**config.mk**
```make
export PLATFORM = sky130hd
export DESIGN_NAME = bocb_exec
export DESIGN_NICKNAME = d
export VERILOG_FILES = /design/src/bocb_pkg.sv /design/src/bocb_pc_seq.sv /design/src/bocb_exec.sv
export SDC_FILE = /design/constraint.sdc
export NUM_CORES = 1
export LEC_CHECK = 0
export ABC_AREA = 1
export BUFFER_PORTS_ARGS = -buffer_cell sky130_fd_sc_hd__buf_2
export CORE_ASPECT_RATIO = 1.5
export CORE_MARGIN = 4
export CORE_UTILIZATION = 42
export CTS_CLUSTER_SIZE = 28
export DETAILED_ROUTE_END_ITERATION = 12
export GPL_ROUTABILITY_DRIVEN = 0
export HOLD_SLACK_MARGIN = 0.08
export PLACE_DENSITY_LB_ADDON = 0.12
export SLEW_MARGIN = 25
export SYNTH_ARGS = -nofsm -noshare
export SYNTH_HDL_FRONTEND = slang
export SYNTH_SLANG_ARGS = --single-unit
```
**constraint.sdc**
```tcl
create_clock -name clk -period 1.2 [get_ports clk]
set_input_delay 0.24 -clock clk [delete_from_list [all_inputs] [get_ports clk]]
set_output_delay 0.24 -clock clk [all_outputs]
set_load 0.01 [all_outputs]
```
**src/bocb_pkg.sv**
```systemverilog
// package for the bit operation and conditional branch execution block
// Notes on behaviour
// - set-bit forces selected bit of addressed RAM nibble to 1, others kept
// - clear-bit forces selected bit of addressed RAM nibble to 0, others kept
// - test-bit copies selected RAM bit into status flag, memory untouched
// - branch with flag 1 copies page buffer to page address, loads PC
// - branch with flag 0 advances PC to next sequence address, sets flag
// - PC successor follows a fixed pseudo-random sequence, not binary increment
// - branch uses flag left by previous instruction; flag holds between instructions
// - branch is short when page buffer equals current page, else long
// - page index register holds 0 to 3, loaded by immediate
// - word index register is 4 bits, 0 to 15, loaded by immediate
package bocb_pkg;
    localparam int PC_W       = 6;
    localparam int PAGE_W     = 4;
    localparam int XIDX_W     = 2;
    localparam int YIDX_W     = 4;
    localparam int NIB_W      = 4;
    localparam int BITSEL_W   = 2;
    localparam logic [PC_W-1:0]   PC_RESET   = 6'h00;
    localparam logic [PAGE_W-1:0] PAGE_RESET = 4'h0;
    localparam logic              FLAG_RESET = 1'b1;
    // feedback taps of the program counter sequence
    localparam logic [PC_W-1:0]   PC_TAPS    = 6'h21;

    typedef enum logic [2:0] {
        BOCB_OP_NONE,
        BOCB_OP_SET_BIT,
        BOCB_OP_CLEAR_BIT,
        BOCB_OP_TEST_BIT,
        BOCB_OP_JUMP,
        BOCB_OP_LOAD_X,
        BOCB_OP_LOAD_Y,
        BOCB_OP_LOAD_PB
    } bocb_op_e;

    typedef struct packed {
        bocb_op_e              op;
        logic [BITSEL_W-1:0]   bitSel;
        logic [PC_W-1:0]       target;
        logic [YIDX_W-1:0]     imm;
    } bocb_instr_s;

    typedef struct packed {
        logic                  we;
        logic [XIDX_W-1:0]     x;
        logic [YIDX_W-1:0]     y;
        logic [NIB_W-1:0]      wdata;
    } bocb_ram_s;
endpackage : bocb_pkg

```
**src/bocb_pc_seq.sv**
```systemverilog
// pseudo-random successor for the program counter
`timescale 1ns/1ps
module bocb_pc_seq
#(
    parameter int PC_W = bocb_pkg::PC_W
)
(
    input  wire logic [PC_W-1:0] pcCur,
    output logic      [PC_W-1:0] pcNext
);
    logic feedback;

    always_comb
    begin
        // all-ones escape keeps the sequence from locking up
        feedback = ~(^(pcCur & bocb_pkg::PC_TAPS[PC_W-1:0]));
        if (pcCur == {PC_W{1'b1}})
            feedback = 1'b0;
        pcNext = {pcCur[PC_W-2:0], feedback};
    end
endmodule : bocb_pc_seq

```
**src/bocb_exec.sv**
```systemverilog
// execution of bit operations and conditional branch
`timescale 1ns/1ps
module bocb_exec
#(
    parameter int PC_W   = bocb_pkg::PC_W,
    parameter int PAGE_W = bocb_pkg::PAGE_W
)
(
    input  wire logic                            clk,
    input  wire logic                            rst,
    input  wire logic                            instrValid,
    input  wire bocb_pkg::bocb_instr_s           instr,
    input  wire logic [bocb_pkg::NIB_W-1:0]      ramRdata,
    output bocb_pkg::bocb_ram_s                  ramReq,
    output logic [PC_W-1:0]                      pc_reg,
    output logic [PAGE_W-1:0]                    pageAddr_reg,
    output logic [PAGE_W-1:0]                    pageBuf_reg,
    output logic                                 statusFlag_reg,
    output logic                                 longJump_reg
);
    logic [bocb_pkg::XIDX_W-1:0] xIdx_reg;
    logic [bocb_pkg::YIDX_W-1:0] yIdx_reg;
    logic [PC_W-1:0]             pcSucc;
    logic [bocb_pkg::NIB_W-1:0]  bitMask;
    logic                        selBit;
    logic                        taken;

    bocb_pc_seq #(
        .PC_W   (PC_W)
    ) u_pc_seq (
        .pcCur  (pc_reg),
        .pcNext (pcSucc)
    );

    always_comb
    begin
        bitMask = 4'h1 << instr.bitSel;
        selBit  = ramRdata[instr.bitSel];
        taken   = instrValid && instr.op == bocb_pkg::BOCB_OP_JUMP && statusFlag_reg;
    end

    // read-modify-write of the addressed nibble in the same cycle
    always_comb
    begin
        ramReq.x     = xIdx_reg;
        ramReq.y     = yIdx_reg;
        ramReq.we    = 1'b0;
        ramReq.wdata = ramRdata;
        if (instrValid)
        begin
            unique case (instr.op)
                bocb_pkg::BOCB_OP_SET_BIT:
                begin
                    ramReq.we    = 1'b1;
                    ramReq.wdata = ramRdata | bitMask;
                end
                bocb_pkg::BOCB_OP_CLEAR_BIT:
                begin
                    ramReq.we    = 1'b1;
                    ramReq.wdata = ramRdata & ~bitMask;
                end
                default:
                    ramReq.we    = 1'b0;
            endcase
        end
    end

    // ram index registers
    always_ff @(posedge clk)
    begin
        if (rst)
        begin
            xIdx_reg <= '0;
            yIdx_reg <= '0;
        end
        else if (instrValid && instr.op == bocb_pkg::BOCB_OP_LOAD_X)
            xIdx_reg <= instr.imm[bocb_pkg::XIDX_W-1:0];
        else if (instrValid && instr.op == bocb_pkg::BOCB_OP_LOAD_Y)
            yIdx_reg <= instr.imm;
    end

    // status flag, held between instructions
    always_ff @(posedge clk)
    begin
        if (rst)
            statusFlag_reg <= bocb_pkg::FLAG_RESET;
        else if (instrValid)
        begin
            unique case (instr.op)
                bocb_pkg::BOCB_OP_TEST_BIT:  statusFlag_reg <= selBit;
                bocb_pkg::BOCB_OP_JUMP:      statusFlag_reg <= 1'b1;
                default:                     statusFlag_reg <= 1'b1;
            endcase
        end
    end

    // program counter
    always_ff @(posedge clk)
    begin
        if (rst)
            pc_reg <= bocb_pkg::PC_RESET;
        else if (taken)
            pc_reg <= instr.target;
        else if (instrValid)
            pc_reg <= pcSucc;
    end

    // page registers
    always_ff @(posedge clk)
    begin
        if (rst)
        begin
            pageAddr_reg <= bocb_pkg::PAGE_RESET;
            pageBuf_reg  <= bocb_pkg::PAGE_RESET;
            longJump_reg <= 1'b0;
        end
        else
        begin
            if (instrValid && instr.op == bocb_pkg::BOCB_OP_LOAD_PB)
                pageBuf_reg <= instr.imm[PAGE_W-1:0];
            if (taken)
            begin
                pageAddr_reg <= pageBuf_reg;
                longJump_reg <= pageBuf_reg != pageAddr_reg;
            end
            else if (instrValid)
                longJump_reg <= 1'b0;
        end
    end
endmodule : bocb_exec

```
==> results of run 1 <==
[metrics by stage]
stage	power (mW)	instances	instance area [um^2]
2_1_floorplan	0.947	194	1190
3_3_place_gp	1.07	286	1560
3_5_place_dp	1.07	286	1560
4_1_cts	1.77	290	1670
5_1_grt	1.85	290	1690
6_report	1.77	290	1690
[report_power, final]
part           leakage [nW]  total, mW  switching, mW  internal [mW]
combinational         0.681      0.300          0.164          0.136
clock                0.0357      0.691          0.246          0.445
sequential            0.179      0.776         0.0212          0.755
[cell families after synthesis]
family	count (synthesis)	share of synthesized area
flops	22	0.372
buf+inv	35	0.115
simple gates	113	0.392
compound gates	24	0.121
[worst min path at each step]
stage	from	endpoint	slack, ps	cells past startpoint
floorplan	instr[0]	yIdx_reg[0]	390	2
global placement	yIdx_reg[0]	yIdx_reg[0]	450	2
detailed placement	yIdx_reg[1]	yIdx_reg[1]	450	2
CTS	instr[2]	pageBuf_reg[2]	230	3
global route	instr[2]	pageBuf_reg[2]	240	3
finish	instr[3]	yIdx_reg[3]	230	3
[layout by cell type, fill, tap and decap left out, drive strengths merged]
| master | synthesis | routed |
|---|---|---|
| inv | 30 | 30 |
| nand2 | 69 | 69 |
| or2 | 1 | 1 |
| clkbuf | 2 | 3 |
| nor3 | 1 | 1 |
| a211oi | 2 | 2 |
| o21bai | 5 | 5 |
| dfxtp | 22 | 22 |
| nor2 | 27 | 27 |
| o21ai | 1 | 1 |
| buf | 3 | 60 |
| nand3 | 15 | 15 |
| bufinv | 0 | 1 |
| a21oi | 16 | 16 |
[final cells by class]
cell class	count	area, um^2
Tap cell	37	46.3
Clock inverter	1	30.0
Inverter	30	118
Timing Repair Buffer	60	365
Sequential cell	22	440
Multi-Input combinational cell	137	652
Fill cell	283	983
Clock buffer	3	41.3
[timing repair]
item | in CTS | in global routing
pin swaps | 9 | 11
setup endpoints to repair | 4 | 6
resized for setup | 12 | 7
cloned | 0 | 0
[worst register-to-register path: cells and delay by family, from the launching register on]
| kind | cells | cell delay, ps |
|---|---|---|
| simple gates | 5 | 450 |
| flops | 1 | 330 |
| buf+inv | 3 | 220 |
[per-layer routing]
metal  vias to the layer above  GRT usage
met5                         -          0
met4                         0     0.0350
met3                         2     0.0307
met2                        39      0.275
met1                       561      0.206
li1                        710          -
==> impl_results.md, run 1 <==
- Commonest cells post-synth: 67 x nand2_1, 28 x inv_1, 26 x nor2_1
- CP top delay family: simple AND/OR/NAND/NOR gates
- Maximum number of buffers from clock root to sink: 2
- Hold Vio Cnt, Final: 0
- Violations in the final reports: setup timing
- Number of synthesized register bits: 22
- Total core area: around 2700 um^2
- Static leakage: ~0.9 nW
- Number of nets in the layout: 276
- Fmax: 794 MHz
- Max stage delay on crit path: between 150 and 200 ps
- Root Driver: clkbuf_8
- Final number of setup-violating endpoints: 4
- Utilization after layout: 0.633
- Wire length of the first global-routing pass: around 4800 um
- Total DRC errors in the routed layout: 0
- Path type of the worst min-delay path: in2reg
- Fraction of synthesized cell area taken by the top area cell type: 0.372
- Worst-case hold slack: about 230 ps
- Number of buffers inserted during clock tree synthesis: 3
- Iteration-0 DRC count of the detailed router: 40
- Number of antenna violations at the first check in global routing: 0
- Post-Synthesis Net Count: 216
- Post-Syn Area per Cell: about 6.1 um^2
- Clock-pin transition on the worst setup and hold timing paths: roughly 90 ps
- Maximum number of pins on one net before global-route repair: 23
- R2r startpoint: statusFlag_reg
- Warnings from Yosys: 0
- Stages on worst setup path: 9
- Endpoint of the lowest-slack register-to-register path: pc_reg[3]
- Top fanout value on the critical path: 5
- Number of buffers inserted to repair setup after CTS: 0
- Area of the mapped netlist: 1180 um^2
- Hold-fix buffers at CTS: 0
- Io pins: 49
- Max stage delay cell, worst path: o21bai_1
- Total Routing Usage GR: 0.160
- R2r worst-path depth: 8
- Total met2 wirelength after detailed routing: between 1000 and 1500 um
- Cell count after synthesis: 194
- Cell Rows: 23
- Placement-stage worst setup slack: -105 ps
- Data arrival time of the worst path: a little over 1000 ps
- Async set-or-reset flop fraction in the synthesized netlist: 0
- Met3 wirelength from detailed routing: 180 um
- Overall die width: ~50 um
- Main area contributors after synthesis: dfxtp_1 37%, nand2_1 21%, inv_1 8.9%, nor2_1 8.2%, a21oi_1 6.8%
- Outcome: complete, but fails checks
- CP Class: in2out
- Max-slew violation total from the final report: 0
- Clock latency reported for the late side of the worst-skew pair: approximately 260 ps
- Share of post-route cells with drive strength above 1: 0.336
- Floorplan die height: between 70 and 80 um
- Number of flip-flops under the largest register name: 6
- Cell mode on critical path: nand2_1
- Highest Signal Layer: met4
- CP required: 960 ps
- Antenna Violating Nets Remaining: 0
- Number of clock sinks: 22
- Setup repair after global routing missed its margin: true
- Max Clock Skew: 5.22 ps
- Top_reg_cell synth: dfxtp_1
- Crit start category: input pin
- Cell-by-cell listing of the critical path: buf_6 > nor2_2 > nand2_1 > nand2_2 > nand2_4 > o21bai_1 > nand2_1 > inv_1 > buf_2
- Final cycle utilization of the critical path: 1.05
- Largest area contributor in the netlist: dfxtp_1
- Number of buffers added on ports: between 40 and 50
- Vias per cell: about 4.5
- Crit. End Element: primary output
- Sequential share of the synthesized area: 0.372
- Aggregate global routing overflow: 0
- Setup crit start: instr[12]
- TritonCTS clock tree: done
- Clock period minus worst slack: ~1300 ps
- First-pass iteration count of the detailed router: 4
- Endpoint of the most critical setup path: ramReq[2]
- Final WS setup: -59.4 ps
- Number of unique standard cell types used by synthesis: 19
- Initial core utilization: 0.442
- Sum of negative setup slack: -208 ps
- Antenna fix cells: 0
- DRT met1 WL: around 1300 um
- Routed vias: 1,312
- Placed wire-length estimate: approximately 2200 um
- Max-cap violation count: 0
- Most repeated cell in the gate-level netlist after synthesis: nand2_1
- CTS H-tree depth: 1
- Drt total wl: between 2000 and 3000 um
- Reg2Reg Setup Slack: 100 ps
- Transition time of the tightest slew-check pin: 415 ps
- Signed area change from the synthesized netlist to the final layout: 43.0%
- Worst slew margin relative to its limit: 0.723
- Number of buffer and inverter stages on the critical path: 3
- Maximum vdd drop: 0.00123 V
- Routed length per placed instance: 9.85 um
- Die area: between 3000 and 4000 um^2
- Number of enable flip-flop cells after synthesis: 0
- Pwr Density: between 1000 and 1500 nW/um^2
- Number of global-route vias before repair: 1,125
No activity file was read; power rests on OpenSTA's default activity.
==> inputs of run 2 (changes only) <==
--- a/config.mk
+++ b/config.mk
@@ -9,7 +9,7 @@
 export BUFFER_PORTS_ARGS = -buffer_cell sky130_fd_sc_hd__buf_2
 export CORE_ASPECT_RATIO = 1.5
 export CORE_MARGIN = 4
-export CORE_UTILIZATION = 42
+export CORE_UTILIZATION = 25
 export CTS_CLUSTER_SIZE = 28
 export DETAILED_ROUTE_END_ITERATION = 12
 export GPL_ROUTABILITY_DRIVEN = 0
==> run 2 against run 1 <==
The flow still finishes with violations (setup timing). Via count is 2.7% higher. Clock skew up 2.4 ps. Cell count increased by 13%. Total power increased by 3.4%. First-iteration DRC count is 33% higher. Utilization shrank 22 points. Sequential power barely moved. Combinational power increased by 18%. Wire length grew 16%. Final area increased by 11%. Worst setup slack gained 13 ps. Critical path type unchanged. Largest cell class unchanged.
==> impl_results.md, run 2 (same netlist as run 1, synthesis figures left out) <==
- R2r startpoint: statusFlag_reg
- Antenna Violating Nets Remaining: 0
- Clock-pin transition on the worst setup and hold timing paths: about 90 ps
- Worst-case hold slack: approximately 230 ps
- Final WS setup: -46.5 ps
- Drt total wl: 3320 um
- Routed vias: approximately 1,300
- Clock latency reported for the late side of the worst-skew pair: approximately 260 ps
- First-pass iteration count of the detailed router: 4
- Number of global-route vias before repair: between 1,000 and 1,500
- Data arrival time of the worst path: 1010 ps
- Total DRC errors in the routed layout: 0
- Transition time of the tightest slew-check pin: 454 ps
- Share of post-route cells with drive strength above 1: 0.380
- Total met2 wirelength after detailed routing: about 1600 um
- Number of flip-flops under the largest register name: 6
- Fmax: approximately 800 MHz
- Highest-count cells in the layout ignoring fill and taps: 63 x nand2_1, 41 x buf_2, 25 x inv_1
- DRT met1 WL: between 1500 and 2000 um
- CP Class: in2out
- Highest Signal Layer: met4
- Top fanout value on the critical path: 5
- Number of clock sinks: 22
- Violations in the final reports: setup timing
- Wire length of the first global-routing pass: 5600 um
- Sum of negative setup slack: -126 ps
- Setup repair after global routing missed its margin: true
- Cell Rows: 30
- Max stage delay on crit path: about 170 ps
- Worst slew margin relative to its limit: 0.697
- Crit. End Element: primary output
- CP top delay family: simple AND/OR/NAND/NOR gates
- Iteration-0 DRC count of the detailed router: 53
- Most common cell after layout, fill and taps aside: nand2_1
- Vias per cell: slightly above 4
- Maximum number of buffers from clock root to sink: 2
- Crit start category: input pin
- Placed wire-length estimate: 2540 um
- Setup crit start: instr[12]
- Maximum vdd drop: 0.000583 V
- Worst hold path startpoint: instr[2]
- Cell-by-cell listing of the critical path: buf_8 > nor2_4 > nand2_2 > nand2_4 > nand2_4 > o21bai_1 > nand2_2 > inv_2 > buf_6
- Static leakage: approximately 0.96 nW
- Max Clock Skew: between 7 and 8 ps
- Final cycle utilization of the critical path: 1.04
- CTS H-tree depth: 1
- Antenna fix cells: 0
- Root Driver: clkbuf_8
- CP required: roughly 960 ps
- Number of nets in the layout: 286
- Routed length per placed instance: 10.1 um
- Aggregate global routing overflow: 0
- Number of buffers inserted during clock tree synthesis: 3
- Max-cap violation count: 0
- Clock period minus worst slack: 1250 ps
- Maximum number of pins on one net before global-route repair: 23
- Initial core utilization: 0.261
- Final number of setup-violating endpoints: 4
- Total design power: about 1.8 mW
- Number of buffers added on ports: 48
- Number of antenna violations at the first check in global routing: 0
- Placement-stage worst setup slack: -140 ps
- Pwr Density: 976 nW/um^2
- Utilization after layout: 0.413
- Met3 wirelength from detailed routing: 152 um
- Max-slew violation total from the final report: 0
- Max stage delay cell, worst path: o21bai_1
- Filler cell count in the final layout: between 400 and 500
- Floorplan die height: 92.3 um
- Path type of the worst min-delay path: in2reg
- Die area: slightly below 6000 um^2
- TritonCTS clock tree: done
- Overall die width: about 64 um
- Io pins: a little under 50
- Hold Vio Cnt, Final: 0
- Total core area: roughly 4500 um^2
- Signed area change from the synthesized netlist to the final layout: 58.4%
- Outcome: complete, but fails checks
- Total Routing Usage GR: 0.115
- Number of buffer and inverter stages on the critical path: 3
[run 2: tightest hold or removal path, delay by kind of cell]
family	cells	cell delay, ps
AND/OR/NAND/NOR	1	50
buffers and inverters	1	110
AO/OA/AOI/OAI	1	50
[run 2: path summary, 6_finish.rpt]
| kind | slack (ps) | cells after the start | end |
|---|---|---|---|
| max | -50 | 9 | ramReq[2] |
| min | 230 | 3 | pageBuf_reg[2] |
| max reg2reg | 120 | 8 | pc_reg[1] |
| min reg2reg | 460 | 2 | xIdx_reg[1] |
[run 2: metrics by stage]
stage                     instance area (um^2)  instances
after detailed placement                  1620        318
after floorplan                           1190        194
after global placement                    1620        318
after CTS                                 1760        324
after global routing                      1870        327
final                                     1870        327
[run 2: final cells by class]
type,count,area [um^2],area share
flip-flops and latches,22,442,0.236
multi-input cells,137,697,0.372
inverters,30,128,0.0681
clock buffers,3,41.3,0.0220
clock inverters,1,30.0,0.0160
repair buffers,70,457,0.244
well taps,64,80.1,0.0427
[run 2: timing repair]
item	in CTS	in global routing
pin swaps	7	11
endpoints found under the setup margin	5	13
hold buffers	0	0
setup buffers	2	3
gates cloned	0	0
resized for setup	14	28
[run 2: layer usage]
layer,global-route usage,up-vias
met2,0.195,27
met5,0,-
met3,0.0196,2
met1,0.147,585
li1,-,734
met4,0.0370,0
[run 2: where the power goes]
group / total [mW] / internal (mW) / leakage (nW) / switching (mW)
Combinational: 0.355 / 0.170 / 0.745 / 0.185
Sequential: 0.777 / 0.755 / 0.179 / 0.0223
Clock: 0.696 / 0.445 / 0.0357 / 0.251
Total: 1.83 / 1.37 / 0.960 / 0.458
==> inputs of run 3 (changes only) <==
--- a/config.mk
+++ b/config.mk
@@ -18,4 +18,5 @@
 export SLEW_MARGIN = 25
 export SYNTH_ARGS = -nofsm -noshare
 export SYNTH_HDL_FRONTEND = slang
+export SYNTH_HIERARCHICAL = 1
 export SYNTH_SLANG_ARGS = --single-unit
==> run 3 against run 2 <==
Sequential power increased by 1%. The run still ends with setup timing left. Global-route usage fell by 0.87 points. Combinational power about the same. Count of clock-buffer cells in the layout unchanged. Total power up 0.34%.
==> impl_results.md, run 3 <==
- Total DRC errors in the routed layout: 0
- Overall die width: between 60 and 70 um
- Number of enable flip-flop cells after synthesis: 0
- Endpoint of the lowest-slack register-to-register path: pc_reg[2]
- Clock latency reported for the late side of the worst-skew pair: approximately 260 ps
- Initial core utilization: 0.262
- Commonest cells post-synth: 65 x nand2_1, 32 x inv_1, 28 x nor2_1
- Global routing met2 resource utilization: 0.179
- Most repeated cell in the gate-level netlist after synthesis: nand2_1
- Share of post-route cells with drive strength above 1: 0.332
- Worst slew margin relative to its limit: 0.855
- Transition time of the tightest slew-check pin: approximately 220 ps
- Fraction of synthesized cell area taken by the top area cell type: 0.341
- Utilization after layout: 0.367
- GR met1 Demand/Resource: 0.135
- Total Routing Usage GR: 0.106
- Floorplan die height: about 96 um
- Antenna Violating Nets Remaining: 0
- Post-Syn Area per Cell: around 6.3 um^2
- Cell count of the worst hold path: 3
- CP required: approximately 960 ps
- Number of nets in the layout: 285
- Final number of setup-violating endpoints: 5
- Iteration-0 DRC count of the detailed router: 36
- Fmax: between 700 and 800 MHz
- Number of unique standard cell types used by synthesis: 21
- Max-cap violation count: 0
- Maximum number of buffers from clock root to sink: 2
- R2r worst-path depth: 8
- Root Driver: clkbuf_8
- Post-Synthesis Net Count: 226
- Wire length of the first global-routing pass: approximately 5400 um
- Cell count after synthesis: 204
- Multi-input combinational cell area: between 600 and 700 um^2
- Outcome: complete, but fails checks
- TritonCTS clock tree: done
- Data arrival time of the worst path: ~1100 ps
- Highest-count cells in the layout ignoring fill and taps: 65 x nand2_1, 45 x buf_2, 31 x inv_1
- Top fanout value on the critical path: 5
- Placed wire-length estimate: 2630 um
- CTS H-tree depth: 1
- Worst hold path startpoint: instr[3]
- Aggregate global routing overflow: 0
- Busiest metal layer after global routing: met2
- Cell Rows: 31
- Worst-case hold slack: roughly 230 ps
- Clock period minus worst slack: between 1000 and 1500 ps
- Sequential cell area: ~440 um^2
- Final WS setup: -92.5 ps
- Reg2Reg Setup Slack: between 100 and 150 ps
- Main area contributors after synthesis: dfxtp_1 34%, nand2_1 19%, inv_1 9.3%, nor2_1 8.1%, nand3_1 6.2%
- Number of global-route vias before repair: 1,219
- Vias per cell: 4.13
- Routed vias: 1,356
- Non-Filler Instances: approximately 330
- Signed area change from the synthesized netlist to the final layout: 39.8%
- Max Clock Skew: 2.86 ps
- CP Class: in2out
- Cell count after placement: 321
- Clock-pin transition on the worst setup and hold timing paths: around 80 ps
- Number of flip-flops under the largest register name: 6
- Number of buffers added on ports: 48
- M3 GR Usage: 0.0199
- Path type of the worst min-delay path: in2reg
- Placement-stage worst setup slack: -132 ps
- Violations in the final reports: setup timing
- Maximum number of pins on one net before global-route repair: 18
- Area of the mapped netlist: 1290 um^2
- Static leakage: a little under 1 nW
- Max-slew violation total from the final report: 0
- Async set-or-reset flop fraction in the synthesized netlist: 0
- Die area: 6410 um^2
- Maximum vdd drop: approximately 0.00060 V
- Crit start category: input pin
- Drt total wl: 3350 um
- Pwr Density: between 1000 and 1500 nW/um^2
- R2r startpoint: statusFlag_reg
- Filler cell count in the final layout: between 500 and 600
- Antenna fix cells: 0
- Number of synthesized register bits: 22
- Largest area contributor in the netlist: dfxtp_1
- First-pass iteration count of the detailed router: 4
- Most common cell after layout, fill and taps aside: nand2_1
- Number of buffers inserted during clock tree synthesis: 3
- Routed length per placed instance: slightly above 10 um
- Worst Hold Endpoint: yIdx_reg[3]
- Hold Vio Cnt, Final: 0
- Io pins: 49
- Setup repair after global routing missed its margin: true
- Number of antenna violations at the first check in global routing: 0
- Top_reg_cell synth: dfxtp_1
- Hold-fix buffers at CTS: 0
- Crit. End Element: primary output
- Sequential share of the synthesized area: 0.341
- Final cycle utilization of the critical path: 1.08
- Sum of negative setup slack: -364 ps
- Number of clock sinks: 22
- Total core area: between 4000 and 5000 um^2
- Warnings from Yosys: 6
==> run 3: metrics by stage <==
stage / power, mW / area, um^2
after floorplan: 1.00 / 1290
after global placement: 1.14 / 1650
after detailed placement: 1.14 / 1650
after CTS: 1.87 / 1760
after global routing: 1.94 / 1810
final: 1.83 / 1810
==> run 3: per-layer routing <==
metal  vias up  share of wire
met4         0         0.0090
met5         -              0
met1       594           0.45
li1        734              -
met3         2          0.047
met2        26           0.49
==> run 3: where the power goes <==
group          internal, mW  leakage, nW  switching, mW
registers             0.760        0.179         0.0247
logic                 0.162        0.766          0.191
clock network         0.445       0.0357          0.251
==> run 3: what timing repair did <==
action,CTS,global route
endpoints found under the hold margin,0,0
resized for setup,7,9
cloned,0,0
setup endpoints to repair,4,12
pin swaps,5,6
setup buffers,2,1
==> run 3: cell families after synthesis <==
kind of cell / after synthesis / synth area share
buffers and inverters: 45 / 0.161
AO/OA/AOI/OAI: 20 / 0.117
flip-flops: 22 / 0.341
AND/OR/NAND/NOR: 117 / 0.381
==> run 3: how the worst max path moves through the flow <==
stage          startpoint   endpoint  slack [ps]  cells after the start
2_1_floorplan   instr[14]  ramReq[0]          60                      6
3_3_place_gp    instr[12]  ramReq[0]        -130                      8
3_5_place_dp    instr[14]  ramReq[0]        -130                      8
4_1_cts         instr[13]  ramReq[0]        -110                      9
5_1_grt         instr[12]  ramReq[0]        -150                      8
6_report        instr[12]  ramReq[0]         -90                      8
==> run 3: worst max-delay path, cell delays in order <==
cell and delay (ps):
buf_8 110, nor2_4 130, nand2_4 70, a21oi_4 190, nand3_1 90, nand2_1 60, inv_1 30, buf_2 120
==> run 3: cell type report <==
cell class | instances | area share
Timing Repair Buffer | 65 | 0.225
Tap cell | 66 | 0.0457
Clock inverter | 1 | 0.0166
Clock buffer | 3 | 0.0229
Multi-Input combinational cell | 137 | 0.372
Sequential cell | 22 | 0.244
Inverter | 34 | 0.0734
